<file path="src/info_pkg.sv">
// Constants and types for the information query block.
// Assumes one clock domain and a 32-bit register bus.
`default_nettype none
package info_pkg;
  // Register byte offsets
  localparam logic [7:0] OFF_CMD = 8'h00;
  localparam logic [7:0] OFF_RESP = 8'h04;
  localparam logic [7:0] OFF_STATUS = 8'h08;
  localparam logic [7:0] OFF_CFG = 8'h0C;
  // Command word fields
  localparam int CMD_MODE_LSB = 0;
  localparam int CMD_PARAM_LSB = 8;
  localparam logic [2:0] CMD_STRB_ALL = 3'h7;
  // Status bits
  localparam int ST_BUSY = 0;
  localparam int ST_DONE = 1;
  localparam int ST_ERR = 2;
  // Config fields and reset value
  localparam int CFG_FUNC_LSB = 0;
  localparam int CFG_TWO_WIRE = 2;
  localparam logic [31:0] CFG_RST = 32'h0000_0000;
  // Sub-function codes and answers
  localparam logic [7:0] MODE_STATE = 8'h02;
  localparam logic [7:0] MODE_PIN = 8'h03;
  localparam logic [7:0] ERR_PARSE = 8'h03;
  localparam logic [7:0] ERR_EXEC = 8'h0F;
  // Second parameter bits
  localparam int PRM_DIR = 1;
  localparam int PRM_LVL = 0;
  // Bus answers
  localparam logic [1:0] AXI_OKAY = 2'h0;
  localparam logic [1:0] AXI_SLVERR = 2'h2;

  typedef enum logic [1:0] {
    PIN_OFF = 2'h0,
    PIN_AUTH = 2'h1,
    PIN_IN = 2'h2,
    PIN_OUT = 2'h3
  } pin_func_t;

  typedef enum logic [1:0] {
    S_IDLE = 2'b01,
    S_BUSY = 2'b10
  } exec_state_t;

  typedef struct packed {
    logic scratch_no_mac_flag;
    logic scratch_generated_key_flag;
    logic scratch_generated_digest_flag;
    logic scratch_source_flag;
    logic [3:0] scratch_slot_id;
    logic scratch_valid_flag;
    logic [3:0] authorized_slot_number;
    logic authorization_done_flag;
    logic volatile_seed_refreshed;
    logic stored_seed_refreshed;
  } dev_state_t;
endpackage
`default_nettype wire

</file>
<file path="src/info_if.sv">
// Request and answer path between the bus front end and the executor.
// Assumes both ends share clk_sys.
`timescale 1ns/100ps
`default_nettype none
interface info_if;
  logic req;
  logic [7:0] mode;
  logic [15:0] second_parameter;
  logic done;
  logic err;
  logic [31:0] data;
  modport host(output req, mode, second_parameter, input done, err, data);
  modport exec(input req, mode, second_parameter, output done, err, data);
endinterface
`default_nettype wire

</file>
<file path="src/info_exec.sv">
// Executor for the state report and pin access sub-functions.
// Assumes a one-cycle req pulse; answers with done one cycle later.
`timescale 1ns/100ps
`default_nettype none
module info_exec (
  input wire logic clk_sys,
  input wire logic rst,
  info_if.exec cmd,
  input wire info_pkg::pin_func_t pin_func,
  input wire logic two_wire,
  input wire logic pin_level,
  input wire info_pkg::dev_state_t st,
  output logic pin_drive,
  output logic pin_enable
);
  import info_pkg::*;

  typedef struct packed {
    logic done;
    logic err;
    logic [31:0] data;
    logic drive;
    logic enable;
  } exec_regs_t;

  exec_regs_t q_q, q_d;
  logic [15:0] prm;

  assign prm = cmd.second_parameter;

  always_comb begin
    q_d = q_q;
    q_d.done = cmd.req;
    if (cmd.req) begin
      q_d.err = 1'b0;
      q_d.data = '0;
      case (cmd.mode)
        MODE_STATE: begin
          q_d.data = {16'h0000,
                      st.scratch_valid_flag,
                      st.authorized_slot_number,
                      st.authorization_done_flag,
                      st.volatile_seed_refreshed,
                      st.stored_seed_refreshed,
                      st.scratch_no_mac_flag,
                      st.scratch_generated_key_flag,
                      st.scratch_generated_digest_flag,
                      st.scratch_source_flag,
                      st.scratch_slot_id};
        end
        MODE_PIN: begin
          if (pin_func == PIN_OFF || two_wire) begin
            q_d.err = 1'b1;
            q_d.data = {24'h00_0000, ERR_EXEC};
          end else if (prm[15:2] != 14'h0000) begin
            q_d.err = 1'b1;
            q_d.data = {24'h00_0000, ERR_PARSE};
          end else if (pin_func == PIN_IN && prm[PRM_DIR]) begin
            q_d.err = 1'b1;
            q_d.data = {24'h00_0000, ERR_EXEC};
          end else begin
            // Level is the pin as seen before any new drive
            q_d.data = {24'h00_0000, 7'h00, pin_level};
            if (pin_func == PIN_OUT) begin
              q_d.enable = prm[PRM_DIR];
              if (prm[PRM_DIR]) begin
                q_d.drive = prm[PRM_LVL];
              end
            end
          end
        end
        default: begin
          q_d.err = 1'b1;
          q_d.data = {24'h00_0000, ERR_PARSE};
        end
      endcase
    end
    if (rst) begin
      q_d = '0;
    end
  end

  always_ff @(posedge clk_sys) begin
    q_q <= q_d;
  end

  assign cmd.done = q_q.done;
  assign cmd.err = q_q.err;
  assign cmd.data = q_q.data;
  assign pin_drive = q_q.drive;
  assign pin_enable = q_q.enable;

  a_level_ignored: assert property (
    @(posedge clk_sys) disable iff (rst)
    (cmd.req && cmd.mode == MODE_PIN && !prm[PRM_DIR])
      |=> (pin_drive == $past(pin_drive)))
    else $error("Pin level changed with direction input");

  a_pin_answer: assert property (
    @(posedge clk_sys) disable iff (rst)
    (cmd.req && cmd.mode == MODE_PIN && (pin_func == PIN_OUT)
      && !two_wire && prm[15:2] == 14'h0000)
      |=> (!cmd.err && cmd.data == {31'h0000_0000, $past(pin_level)}))
    else $error("Pin answer not level plus zero bytes");

  a_bad_mode: assert property (
    @(posedge clk_sys) disable iff (rst)
    (cmd.req && cmd.mode != MODE_STATE && cmd.mode != MODE_PIN)
      |=> (cmd.done && cmd.err && cmd.data[7:0] == ERR_PARSE))
    else $error("Unsupported mode not answered with parse error");

  a_pin_unavailable: assert property (
    @(posedge clk_sys) disable iff (rst)
    (cmd.req && cmd.mode == MODE_PIN && (two_wire || pin_func == PIN_OFF))
      |=> (cmd.err && $stable(pin_enable) && $stable(pin_drive)))
    else $error("Pin access allowed while unavailable");

  a_input_only: assert property (
    @(posedge clk_sys) disable iff (rst)
    (cmd.req && cmd.mode == MODE_PIN && pin_func == PIN_IN && !two_wire
      && prm[PRM_DIR])
      |=> (cmd.err && !pin_enable == !$past(pin_enable)))
    else $error("Output request accepted in input-only setup");
endmodule // info_exec
`default_nettype wire

</file>
<file path="src/info_query.sv">
// Bus front end of the information query block with its register file.
// Assumes an AXI4-Lite master on clk_sys and device state inputs.
//
// Our own choices: the AXI4-Lite slave port and the register offsets.
`timescale 1ns/100ps
`default_nettype none
// Operation
// State report byte 2 bits 6..3 carry the last authorized slot.
// State report byte 2 bit 2 shows a completed authorization.
// State report byte 2 bit 1 shows volatile seed refreshed.
// State report byte 2 bit 0 shows stored seed refreshed.
// State report bytes 3 and 4 are always zero.
// Pin access, mode 3, works only in single-wire setups.
// Host sends parameter bits 15..2 zero, bit 1 selects direction.
// Parameter bit 0 is the drive level, ignored when bit 1 is zero.
// Pin answer: pin level in byte 1, then three zero bytes.
// Mode 2 selects state report; byte 1 bits 7, 6 are flags.
// Byte 1 bits 5..0 and byte 2 bit 7 hold scratch fields.
// Unsupported mode values give a parse error answer.
// Pin disabled or two-wire setup: pin access gives an error.
// Input-only setup: output request gives an error.
module info_query #(
  parameter int ADDR_W = 8
) (
  input wire logic clk_sys,
  input wire logic rst,
  input wire logic [ADDR_W-1:0] s_axi_awaddr,
  input wire logic [2:0] s_axi_awprot,
  input wire logic s_axi_awvalid,
  output logic s_axi_awready,
  input wire logic [31:0] s_axi_wdata,
  input wire logic [3:0] s_axi_wstrb,
  input wire logic s_axi_wvalid,
  output logic s_axi_wready,
  output logic [1:0] s_axi_bresp,
  output logic s_axi_bvalid,
  input wire logic s_axi_bready,
  input wire logic [ADDR_W-1:0] s_axi_araddr,
  input wire logic [2:0] s_axi_arprot,
  input wire logic s_axi_arvalid,
  output logic s_axi_arready,
  output logic [31:0] s_axi_rdata,
  output logic [1:0] s_axi_rresp,
  output logic s_axi_rvalid,
  input wire logic s_axi_rready,
  input wire logic scratch_no_mac_flag,
  input wire logic scratch_generated_key_flag,
  input wire logic scratch_generated_digest_flag,
  input wire logic scratch_source_flag,
  input wire logic [3:0] scratch_slot_id,
  input wire logic scratch_valid_flag,
  input wire logic [3:0] authorized_slot_number,
  input wire logic authorization_done_flag,
  input wire logic volatile_seed_refreshed,
  input wire logic stored_seed_refreshed,
  input wire logic pin_in,
  output logic pin_out,
  output logic pin_oe
);
  import info_pkg::*;

  if (ADDR_W < 8) begin : g_bad_width
    $error("ADDR_W must be at least 8");
  end

  typedef struct packed {
    exec_state_t state;
    logic awready;
    logic wready;
    logic aw_got;
    logic w_got;
    logic [ADDR_W-1:0] awaddr;
    logic [31:0] wdata;
    logic [3:0] wstrb;
    logic bvalid;
    logic [1:0] bresp;
    logic arready;
    logic rvalid;
    logic [1:0] rresp;
    logic [31:0] rdata;
    logic req;
    logic [7:0] mode;
    logic [15:0] second_parameter;
    logic [31:0] resp;
    logic done;
    logic err;
    pin_func_t cfg_func;
    logic cfg_two_wire;
    logic pin_out;
    logic pin_oe;
  } main_regs_t;

  main_regs_t s_q, s_d;
  dev_state_t dev_st;
  logic ex_drive;
  logic ex_enable;

  info_if ifc ();

  // Word match; bits above the map must be zero
  function automatic logic hit(input logic [ADDR_W-1:0] a,
                               input logic [7:0] off);
    return (a[7:2] == off[7:2]) && ((a >> 8) == '0);
  endfunction

  assign dev_st = '{
    scratch_no_mac_flag: scratch_no_mac_flag,
    scratch_generated_key_flag: scratch_generated_key_flag,
    scratch_generated_digest_flag: scratch_generated_digest_flag,
    scratch_source_flag: scratch_source_flag,
    scratch_slot_id: scratch_slot_id,
    scratch_valid_flag: scratch_valid_flag,
    authorized_slot_number: authorized_slot_number,
    authorization_done_flag: authorization_done_flag,
    volatile_seed_refreshed: volatile_seed_refreshed,
    stored_seed_refreshed: stored_seed_refreshed
  };

  assign ifc.req = s_q.req;
  assign ifc.mode = s_q.mode;
  assign ifc.second_parameter = s_q.second_parameter;

  info_exec u_exec (
    .clk_sys(clk_sys),
    .rst(rst),
    .cmd(ifc.exec),
    .pin_func(s_q.cfg_func),
    .two_wire(s_q.cfg_two_wire),
    .pin_level(pin_in),
    .st(dev_st),
    .pin_drive(ex_drive),
    .pin_enable(ex_enable)
  );

  always_comb begin
    s_d = s_q;
    s_d.req = 1'b0;
    s_d.pin_out = ex_drive;
    s_d.pin_oe = ex_enable;
    // Address and data are taken in either order
    if (s_q.awready && s_axi_awvalid) begin
      s_d.awready = 1'b0;
      s_d.aw_got = 1'b1;
      s_d.awaddr = s_axi_awaddr;
    end
    if (s_q.wready && s_axi_wvalid) begin
      s_d.wready = 1'b0;
      s_d.w_got = 1'b1;
      s_d.wdata = s_axi_wdata;
      s_d.wstrb = s_axi_wstrb;
    end
    if (s_q.aw_got && s_q.w_got && !s_q.bvalid) begin
      s_d.aw_got = 1'b0;
      s_d.w_got = 1'b0;
      s_d.bvalid = 1'b1;
      s_d.bresp = AXI_OKAY;
      if (hit(s_q.awaddr, OFF_CMD)) begin
        // A command needs all three bytes and an idle executor
        if (s_q.state != S_IDLE || s_q.wstrb[2:0] != CMD_STRB_ALL) begin
          s_d.bresp = AXI_SLVERR;
        end else begin
          s_d.req = 1'b1;
          s_d.mode = s_q.wdata[CMD_MODE_LSB +: 8];
          s_d.second_parameter = s_q.wdata[CMD_PARAM_LSB +: 16];
          s_d.state = S_BUSY;
          s_d.done = 1'b0;
          s_d.err = 1'b0;
        end
      end else if (hit(s_q.awaddr, OFF_CFG)) begin
        if (s_q.wstrb[0]) begin
          s_d.cfg_func = pin_func_t'(s_q.wdata[CFG_FUNC_LSB +: 2]);
          s_d.cfg_two_wire = s_q.wdata[CFG_TWO_WIRE];
        end
      end else if (!hit(s_q.awaddr, OFF_RESP)
                   && !hit(s_q.awaddr, OFF_STATUS)) begin
        s_d.bresp = AXI_SLVERR;
      end
    end
    if (s_q.bvalid && s_axi_bready) begin
      s_d.bvalid = 1'b0;
      s_d.awready = 1'b1;
      s_d.wready = 1'b1;
    end
    // Answer capture from the executor
    if (s_q.state == S_BUSY && ifc.done) begin
      s_d.resp = ifc.data;
      s_d.err = ifc.err;
      s_d.done = 1'b1;
      s_d.state = S_IDLE;
    end
    if (s_q.arready && s_axi_arvalid) begin
      s_d.arready = 1'b0;
      s_d.rvalid = 1'b1;
      s_d.rresp = AXI_OKAY;
      if (hit(s_axi_araddr, OFF_CMD)) begin
        s_d.rdata = {8'h00, s_q.second_parameter, s_q.mode};
      end else if (hit(s_axi_araddr, OFF_RESP)) begin
        s_d.rdata = s_q.resp;
      end else if (hit(s_axi_araddr, OFF_STATUS)) begin
        s_d.rdata = '0;
        s_d.rdata[ST_BUSY] = (s_q.state == S_BUSY);
        s_d.rdata[ST_DONE] = s_q.done;
        s_d.rdata[ST_ERR] = s_q.err;
      end else if (hit(s_axi_araddr, OFF_CFG)) begin
        s_d.rdata = '0;
        s_d.rdata[CFG_FUNC_LSB +: 2] = s_q.cfg_func;
        s_d.rdata[CFG_TWO_WIRE] = s_q.cfg_two_wire;
      end else begin
        s_d.rdata = '0;
        s_d.rresp = AXI_SLVERR;
      end
    end
    if (s_q.rvalid && s_axi_rready) begin
      s_d.rvalid = 1'b0;
      s_d.arready = 1'b1;
    end
    if (rst) begin
      s_d = '0;
      s_d.state = S_IDLE;
      s_d.awready = 1'b1;
      s_d.wready = 1'b1;
      s_d.arready = 1'b1;
      s_d.cfg_func = pin_func_t'(CFG_RST[CFG_FUNC_LSB +: 2]);
      s_d.cfg_two_wire = CFG_RST[CFG_TWO_WIRE];
    end
  end

  always_ff @(posedge clk_sys) begin
    s_q <= s_d;
  end

  assign s_axi_awready = s_q.awready;
  assign s_axi_wready = s_q.wready;
  assign s_axi_bresp = s_q.bresp;
  assign s_axi_bvalid = s_q.bvalid;
  assign s_axi_arready = s_q.arready;
  assign s_axi_rdata = s_q.rdata;
  assign s_axi_rresp = s_q.rresp;
  assign s_axi_rvalid = s_q.rvalid;
  assign pin_out = s_q.pin_out;
  assign pin_oe = s_q.pin_oe;

  a_slot_number: assert property (
    @(posedge clk_sys) disable iff (rst)
    (ifc.req && ifc.mode == MODE_STATE)
      |-> ##2 (s_q.resp[14:11] == $past(authorized_slot_number, 2)))
    else $error("Authorized slot not in byte 2 bits 6..3");

  a_auth_done: assert property (
    @(posedge clk_sys) disable iff (rst)
    (ifc.req && ifc.mode == MODE_STATE)
      |-> ##2 (s_q.resp[10] == $past(authorization_done_flag, 2)
               && s_q.done && !s_q.err))
    else $error("Authorization flag not in byte 2 bit 2");

  a_seed_flags: assert property (
    @(posedge clk_sys) disable iff (rst)
    (ifc.req && ifc.mode == MODE_STATE)
      |-> ##2 (s_q.resp[9] == $past(volatile_seed_refreshed, 2)))
    else $error("Volatile seed flag not in byte 2 bit 1");

  a_stored_seed: assert property (
    @(posedge clk_sys) disable iff (rst)
    (ifc.req && ifc.mode == MODE_STATE)
      |-> ##2 (s_q.resp[8] == $past(stored_seed_refreshed, 2)))
    else $error("Stored seed flag not in byte 2 bit 0");

  a_upper_zero: assert property (
    @(posedge clk_sys) disable iff (rst)
    (s_q.state == S_BUSY && ifc.done)
      |=> (s_q.resp[31:16] == 16'h0000 && s_q.state == S_IDLE))
    else $error("Upper answer bytes not zero");

  a_first_byte: assert property (
    @(posedge clk_sys) disable iff (rst)
    (ifc.req && ifc.mode == MODE_STATE)
      |-> ##2 (s_q.resp[7:6] == $past({scratch_no_mac_flag,
                                     scratch_generated_key_flag}, 2)
               && s_q.resp[3:0] == $past(scratch_slot_id, 2)))
    else $error("State report first byte misplaced");
endmodule // info_query
`default_nettype wire

</file>
<file path="config.mk">
export PLATFORM = sky130hd
export DESIGN_NAME = info_query
export DESIGN_NICKNAME = d
export VERILOG_FILES = /design/src/info_pkg.sv /design/src/info_if.sv /design/src/info_exec.sv /design/src/info_query.sv
export SDC_FILE = /design/constraint.sdc
export NUM_CORES = 1
export LEC_CHECK = 0
export BUFFER_PORTS_ARGS = -buffer_cell sky130_fd_sc_hd__clkbuf_2
export CORE_ASPECT_RATIO = 0.5
export CORE_MARGIN = 3
export CORE_UTILIZATION = 35
export CTS_BUF_LIST = sky130_fd_sc_hd__clkbuf_8
export CTS_CLUSTER_SIZE = 14
export DETAILED_ROUTE_END_ITERATION = 16
export GPL_TIMING_DRIVEN = 0
export PLACE_DENSITY = 0.62
export SLEW_MARGIN = 10
export SYNTH_ARGS = -nofsm -noshare
export SYNTH_HDL_FRONTEND = slang
export SYNTH_SLANG_ARGS = --single-unit
</file>
<file path="constraint.sdc">
create_clock -name clk_sys -period 3.45 [get_ports clk_sys]
set_input_delay 0.345 -clock clk_sys [delete_from_list [all_inputs] [get_ports clk_sys]]
set_output_delay 0.345 -clock clk_sys [all_outputs]
set_load 0.02 [all_outputs]
</file>
Yosys cells after proc, flatten, opt, wreduce, memory -nomap -nowiden
Cells that the tools add are included.
Word-level totals
  output and inout bits: 43
  register bits after elaboration: 180
  bits of input ports: 82
  logic and storage cells: 106
Cells by class
  multiplexer cells: 26
  reduce and logical (&&, ||, !) cells: 31
  equality and inequality tests: 14
  bitwise operators: 6
Operator list (count)
  $mux 33: 2
  $mux 32: 2
  $pmux 32 s2: 1
  $mux 25: 1
  $eq 6x2->1 const B: 4
  $mux 2: 11
  $eq 8x2->1 const B: 2
  $mux 3: 5
  $reduce_bool 14->1: 1
  $eq 6x1->1 const B: 2
  $logic_not 6->1: 2
  $logic_and 1x1->1: 10
  $reduce_or 2->1: 4
  $reduce_and 7->1: 1
  $eq 2x2->1 const B: 3
  $not 1->1: 6
  $reduce_and 3->1: 2
  $reduce_and 6->1: 1
  $mux 5: 1
  $mux 4: 1
  $ne 2x1->1 const B: 2
  $reduce_and 4->1: 1
  $reduce_bool 2->1: 2
  $logic_not 1->1: 3
  other kinds (6): 7

Depth between registers and ports, before layout
  word-level depth: 6
  depth in mapped cells: 6
  depth with buffers taken out: 4

Cells and area by module
From an unflattened synthesis, not the netlist that was laid out.
Unflattened totals
  cell total of the unflattened synthesis: 804
  area, all modules: 6821.5 µm²
Modules (own cells, without submodules)
  info_query: instances 1, area each 5793.1 µm², cells an instance 686
  info_exec: instances 1, area each 1028.5 µm², cells an instance 118

Worst setup path after synthesis
OpenSTA, ideal clock, no wires.
  kind: flip-flop to flip-flop
  from: register s_q (netlist bit ifc.mode[4])
  to: register u_exec.q_q (netlist bit u_exec.pin_drive)
  slack: 1.271 ns
  library setup time: 0.121 ns
  arrival time: 2.058 ns
  cell stages (with the launch flop): 5
  period minus slack after synthesis: 2.179 ns
  path through: dfxtp_1 or4_4 or4_4 nor4_1 mux2_2
On the way
  longest elaborated chain between the ends: 2
Ends and longest elaborated chain
  start, declared: RTL line info_query.sv:93  | main_regs_t s_q, s_d;
  start signal, assigned: RTL line info_query.sv:229  | s_q <= s_d;
  $eq 8x2->1: RTL line info_exec.sv:37  | case (cmd.mode)
  $reduce_and 7->1 (no source line)
  end signal, assigned: RTL line info_exec.sv:84  | q_q <= q_d;
  end, declared: RTL line info_exec.sv:26  | exec_regs_t q_q, q_d;
Every way passes these cells.
A chain may end at the register's enable or synchronous reset.

Worst setup path after layout
Ends and elaborated chain as after synthesis.

==> results.yml <==
power:
  max-vdd-ir-drop_mv: 0.233
  power_density_mw_per_mm2: 482
  p_total_mw: 3.15
  power.leakage_nw: 2.53
worst_hold_path:
  min_from: "s_axi_wvalid"
  hp-class: "in -> reg"
  holdPathStages: 2
  min_to: "s_axi_wready"
synthesis:
  yosys-top-cells-count: "136 x dfxtp_1, 106 x nand2_1, 86 x a21oi_1, 46 x nor2_1, 41 x clkbuf_1"
  ys_types: 44
  yosys.area.top_type: "dfxtp_1"
  synth_mux_area_share_pct: 2.40
  synth_compound_area_share_pct: 17.0
  synthArstFlopShare_pct: 0
  synth_top_area_share_pct: 50.2
  synth_ff_type: "dfxtp_1"
  synthSimpleGateAreaFrac_pct: 21.1
  synth.avg_cell_area_um2: 8.42
  synth_seq_cells: 136
  synth_enable_flop_cells: 0
  synth_area_leaders: "dfxtp_1 50%, a21oi_1 7.9%, nand2_1 7.3%, buf_4 5.0%, nand3_1 3.2%"
  synth-xor-area-share_pct: 0
  synth_top_family_by_area: "simple AND/OR/NAND/NOR gates"
  synth_fa_ha_area_share_pct: 0
  synth_area_mm2: 0.00542
  yosys_warnings: 0
  seq_area_frac_synth_pct: 50.2
  yosysMostFrequentCell: "dfxtp_1"
  syn_inst: 644
critical_path:
  endpoint_kind: "register"
  crit_buf_inv: 0
  reg2reg_depth: 4
  crit_chain: "or4_4 -> or4_4 -> nor4_1 -> mux2_2"
  slowest_stage: "or4_4"
  cp-start-kind: "register"
  critPathMaxStageDelay_ns: 0.60
  crit_arrival_ns: 2.90
  critPathKind: "reg -> reg"
  crit_family: "simple AND/OR/NAND/NOR gates"
  reg2reg_to: "u_exec.pin_drive"
  regToRegSetupSlack_ns: 0.89
  r2r_start: "ifc.mode[4]"
  path_max_fanout: 6
  cp.required_ns: 3.79
  worst_path_most_repeated_cell: "or4_4"
detailed_routing:
  drc: 0
  routed_wl_um: 15100
  wl_per_cell_um: 15.5
  dr.first_iter.drc_count: 356
  via_per_inst: 5.02
  dr.pass1.iters: 5
  drtAntennaViolNets: 0
  vias: 4900
global_routing:
  grt_pass1_wl_um: 24000
  grt_overflow: 0
  grt_pass1_vias: 4589
  gr-usage-met1_pct: 26.8
  grt_max_degree: 17
  grt-busiest-layer: "met1"
  grtUsageMet2_pct: 25.4
  grt_use_met3_pct: 3.60
  grt_use_total_pct: 18.0
  antenna_found_initial: 0
final_layout:
  diodes: 0
  final_util_pct: 44.2
  nFillCells: 1527
  drive_above_1_share_pct: 22.9
  nNetsFinal: 847
  stdcell_count: 976
  syn_to_final_growth_pct: 20.7
cts:
  clk_pin_slew_ns: 0.08
  clock_sinks: 136
  cts_max_path_buffers: 2
  htree_num_levels: 4
  clk_latency_ns: 0.45
  tritoncts: "built"
  ctsHoldBuffers: 0
  cts-root-buf: "clkbuf_8"
  postCtsSetupRepairBufs: 0
  ctsResizeCount: 0
  cts_buffers: 17
floorplanning:
  initial_utilization_pct: 36.6
  rows: 31
  die_y_um: 94.0
  core_area_mm2: 0.0148
  die_area_mm2: 0.0171
  pin_count: 125
  die_w_um: 182
placed_design:
  dpl.cell_count: 944
  place.gp.congestion: 0.856
  portBuffers: 93
  place_ws_ns: 0.900
  hpwl_um: 11300
timing:
  timing.final.ws_setup_ns: 0.888
  setup_viol: 0
  rsz0062_at_grt: "false"
  final.setup.tns_ns: 0
  skew_ns: 0.0147
  hold_viol: 0
  slew_violations: 0
  worst_pin_slew_ns: 0.895
  fmax_mhz: 390
  fin_crit_ns: 2.56
  fin_crit_sh_pct: 74.3
  slew-limit-headroom_pct: 39.8
outcome:
  status: "finished clean"
flow_run:
  maxCapViolations: 0
## state kept, by name, indices dropped and copies added, names as in the netlist, 8 cells and up
name,cells
ifc.mode,8
ifc.second_parameter,16
u_exec.cmd.data,16
s_q,58
s_axi_rdata,24
## logic make-up after synthesis
group | after synthesis
other | 1
buffers and inverters | 89
and+or+nand+nor | 249
muxes | 9
DFF | 136
AOI/OAI and AO/OA | 160
## layout by cell type (no fill, tap or decap), types with 3 or more instances in the layout
cell,Yosys,layout
or4_4,3,3
a21oi_1,86,86
a221oi_1,13,13
a31oi_1,4,4
and2_1,7,7
mux4_2,3,3
nand2_1,106,106
nor2_1,46,46
clkbuf_8,2,20
o21ai_0,31,31
or4_1,3,3
clkinvlp_4,0,6
nor3_1,23,23
mux2i_1,4,4
nor4_1,5,5
a211oi_1,4,4
clkbuf_2,0,93
inv_1,7,7
nand4_1,3,3
buf_4,36,36
conb_1,1,10
a22oi_1,15,15
clkinv_2,0,3
nor2b_1,5,5
nand3_1,35,35
dfxtp_1,136,136
clkbuf_1,41,41
## worst reg2reg max path, stage by stage, from the launching register on
cell and delay [ns]:
dfxtp_1 0.36, or4_4 0.60, or4_4 0.59, nor4_1 0.51
mux2_2 0.39
## worst max path at each step
stage | startpoint | to | slack (ns) | cells after the start
finish | ifc.mode[4] | u_exec.pin_drive | 0.89 | 4
CTS | ifc.mode[4] | u_exec.pin_drive | 0.89 | 4
global route | s_q[145] | ifc.second_parameter[8] | 0.77 | 5
detailed placement | ifc.mode[4] | u_exec.pin_drive | 0.90 | 4
floorplan | ifc.mode[4] | u_exec.pin_drive | 1.27 | 4
global placement | ifc.mode[4] | u_exec.pin_drive | 0.90 | 4
## where the power goes
part,total [mW],switching (mW),leakage [nW],internal (mW)
Sequential,1.63,0.0255,1.10,1.61
Combinational,0.271,0.167,1.26,0.104
Clock,1.25,0.658,0.173,0.588
Total,3.15,0.851,2.53,2.30
## area by class of cell
cell class	count	area (um^2)	share of cell area [%]
clock inverter	14	125	1.91
clock buffer	18	248	3.79
tap	198	248	3.79
buffer	82	470	7.19
multi-input combinational	428	2240	34.2
inverter	7	26.3	0.402
sequential	136	2720	41.6
timing repair buffer	93	465	7.11
## metrics by stage
step	area, um^2	hold WS, ns
floorplan	5460	0.429
global placement	6170	0.442
detailed placement	6170	0.448
CTS	6540	0.0884
global route	6540	0.109
finish	6540	0.107
## routing by layer
| layer | wire length, um | share of wire (%) | vias up |
|---|---|---|---|
| met5 | 0 | 0 | - |
| met4 | 240 | 1.6 | 0 |
| met3 | 1020 | 6.8 | 17 |
| met2 | 6020 | 40 | 144 |
| met1 | 7830 | 52 | 2292 |
| li1 | - | - | 2447 |
Note: power is estimated with default switching activity, not from simulation.
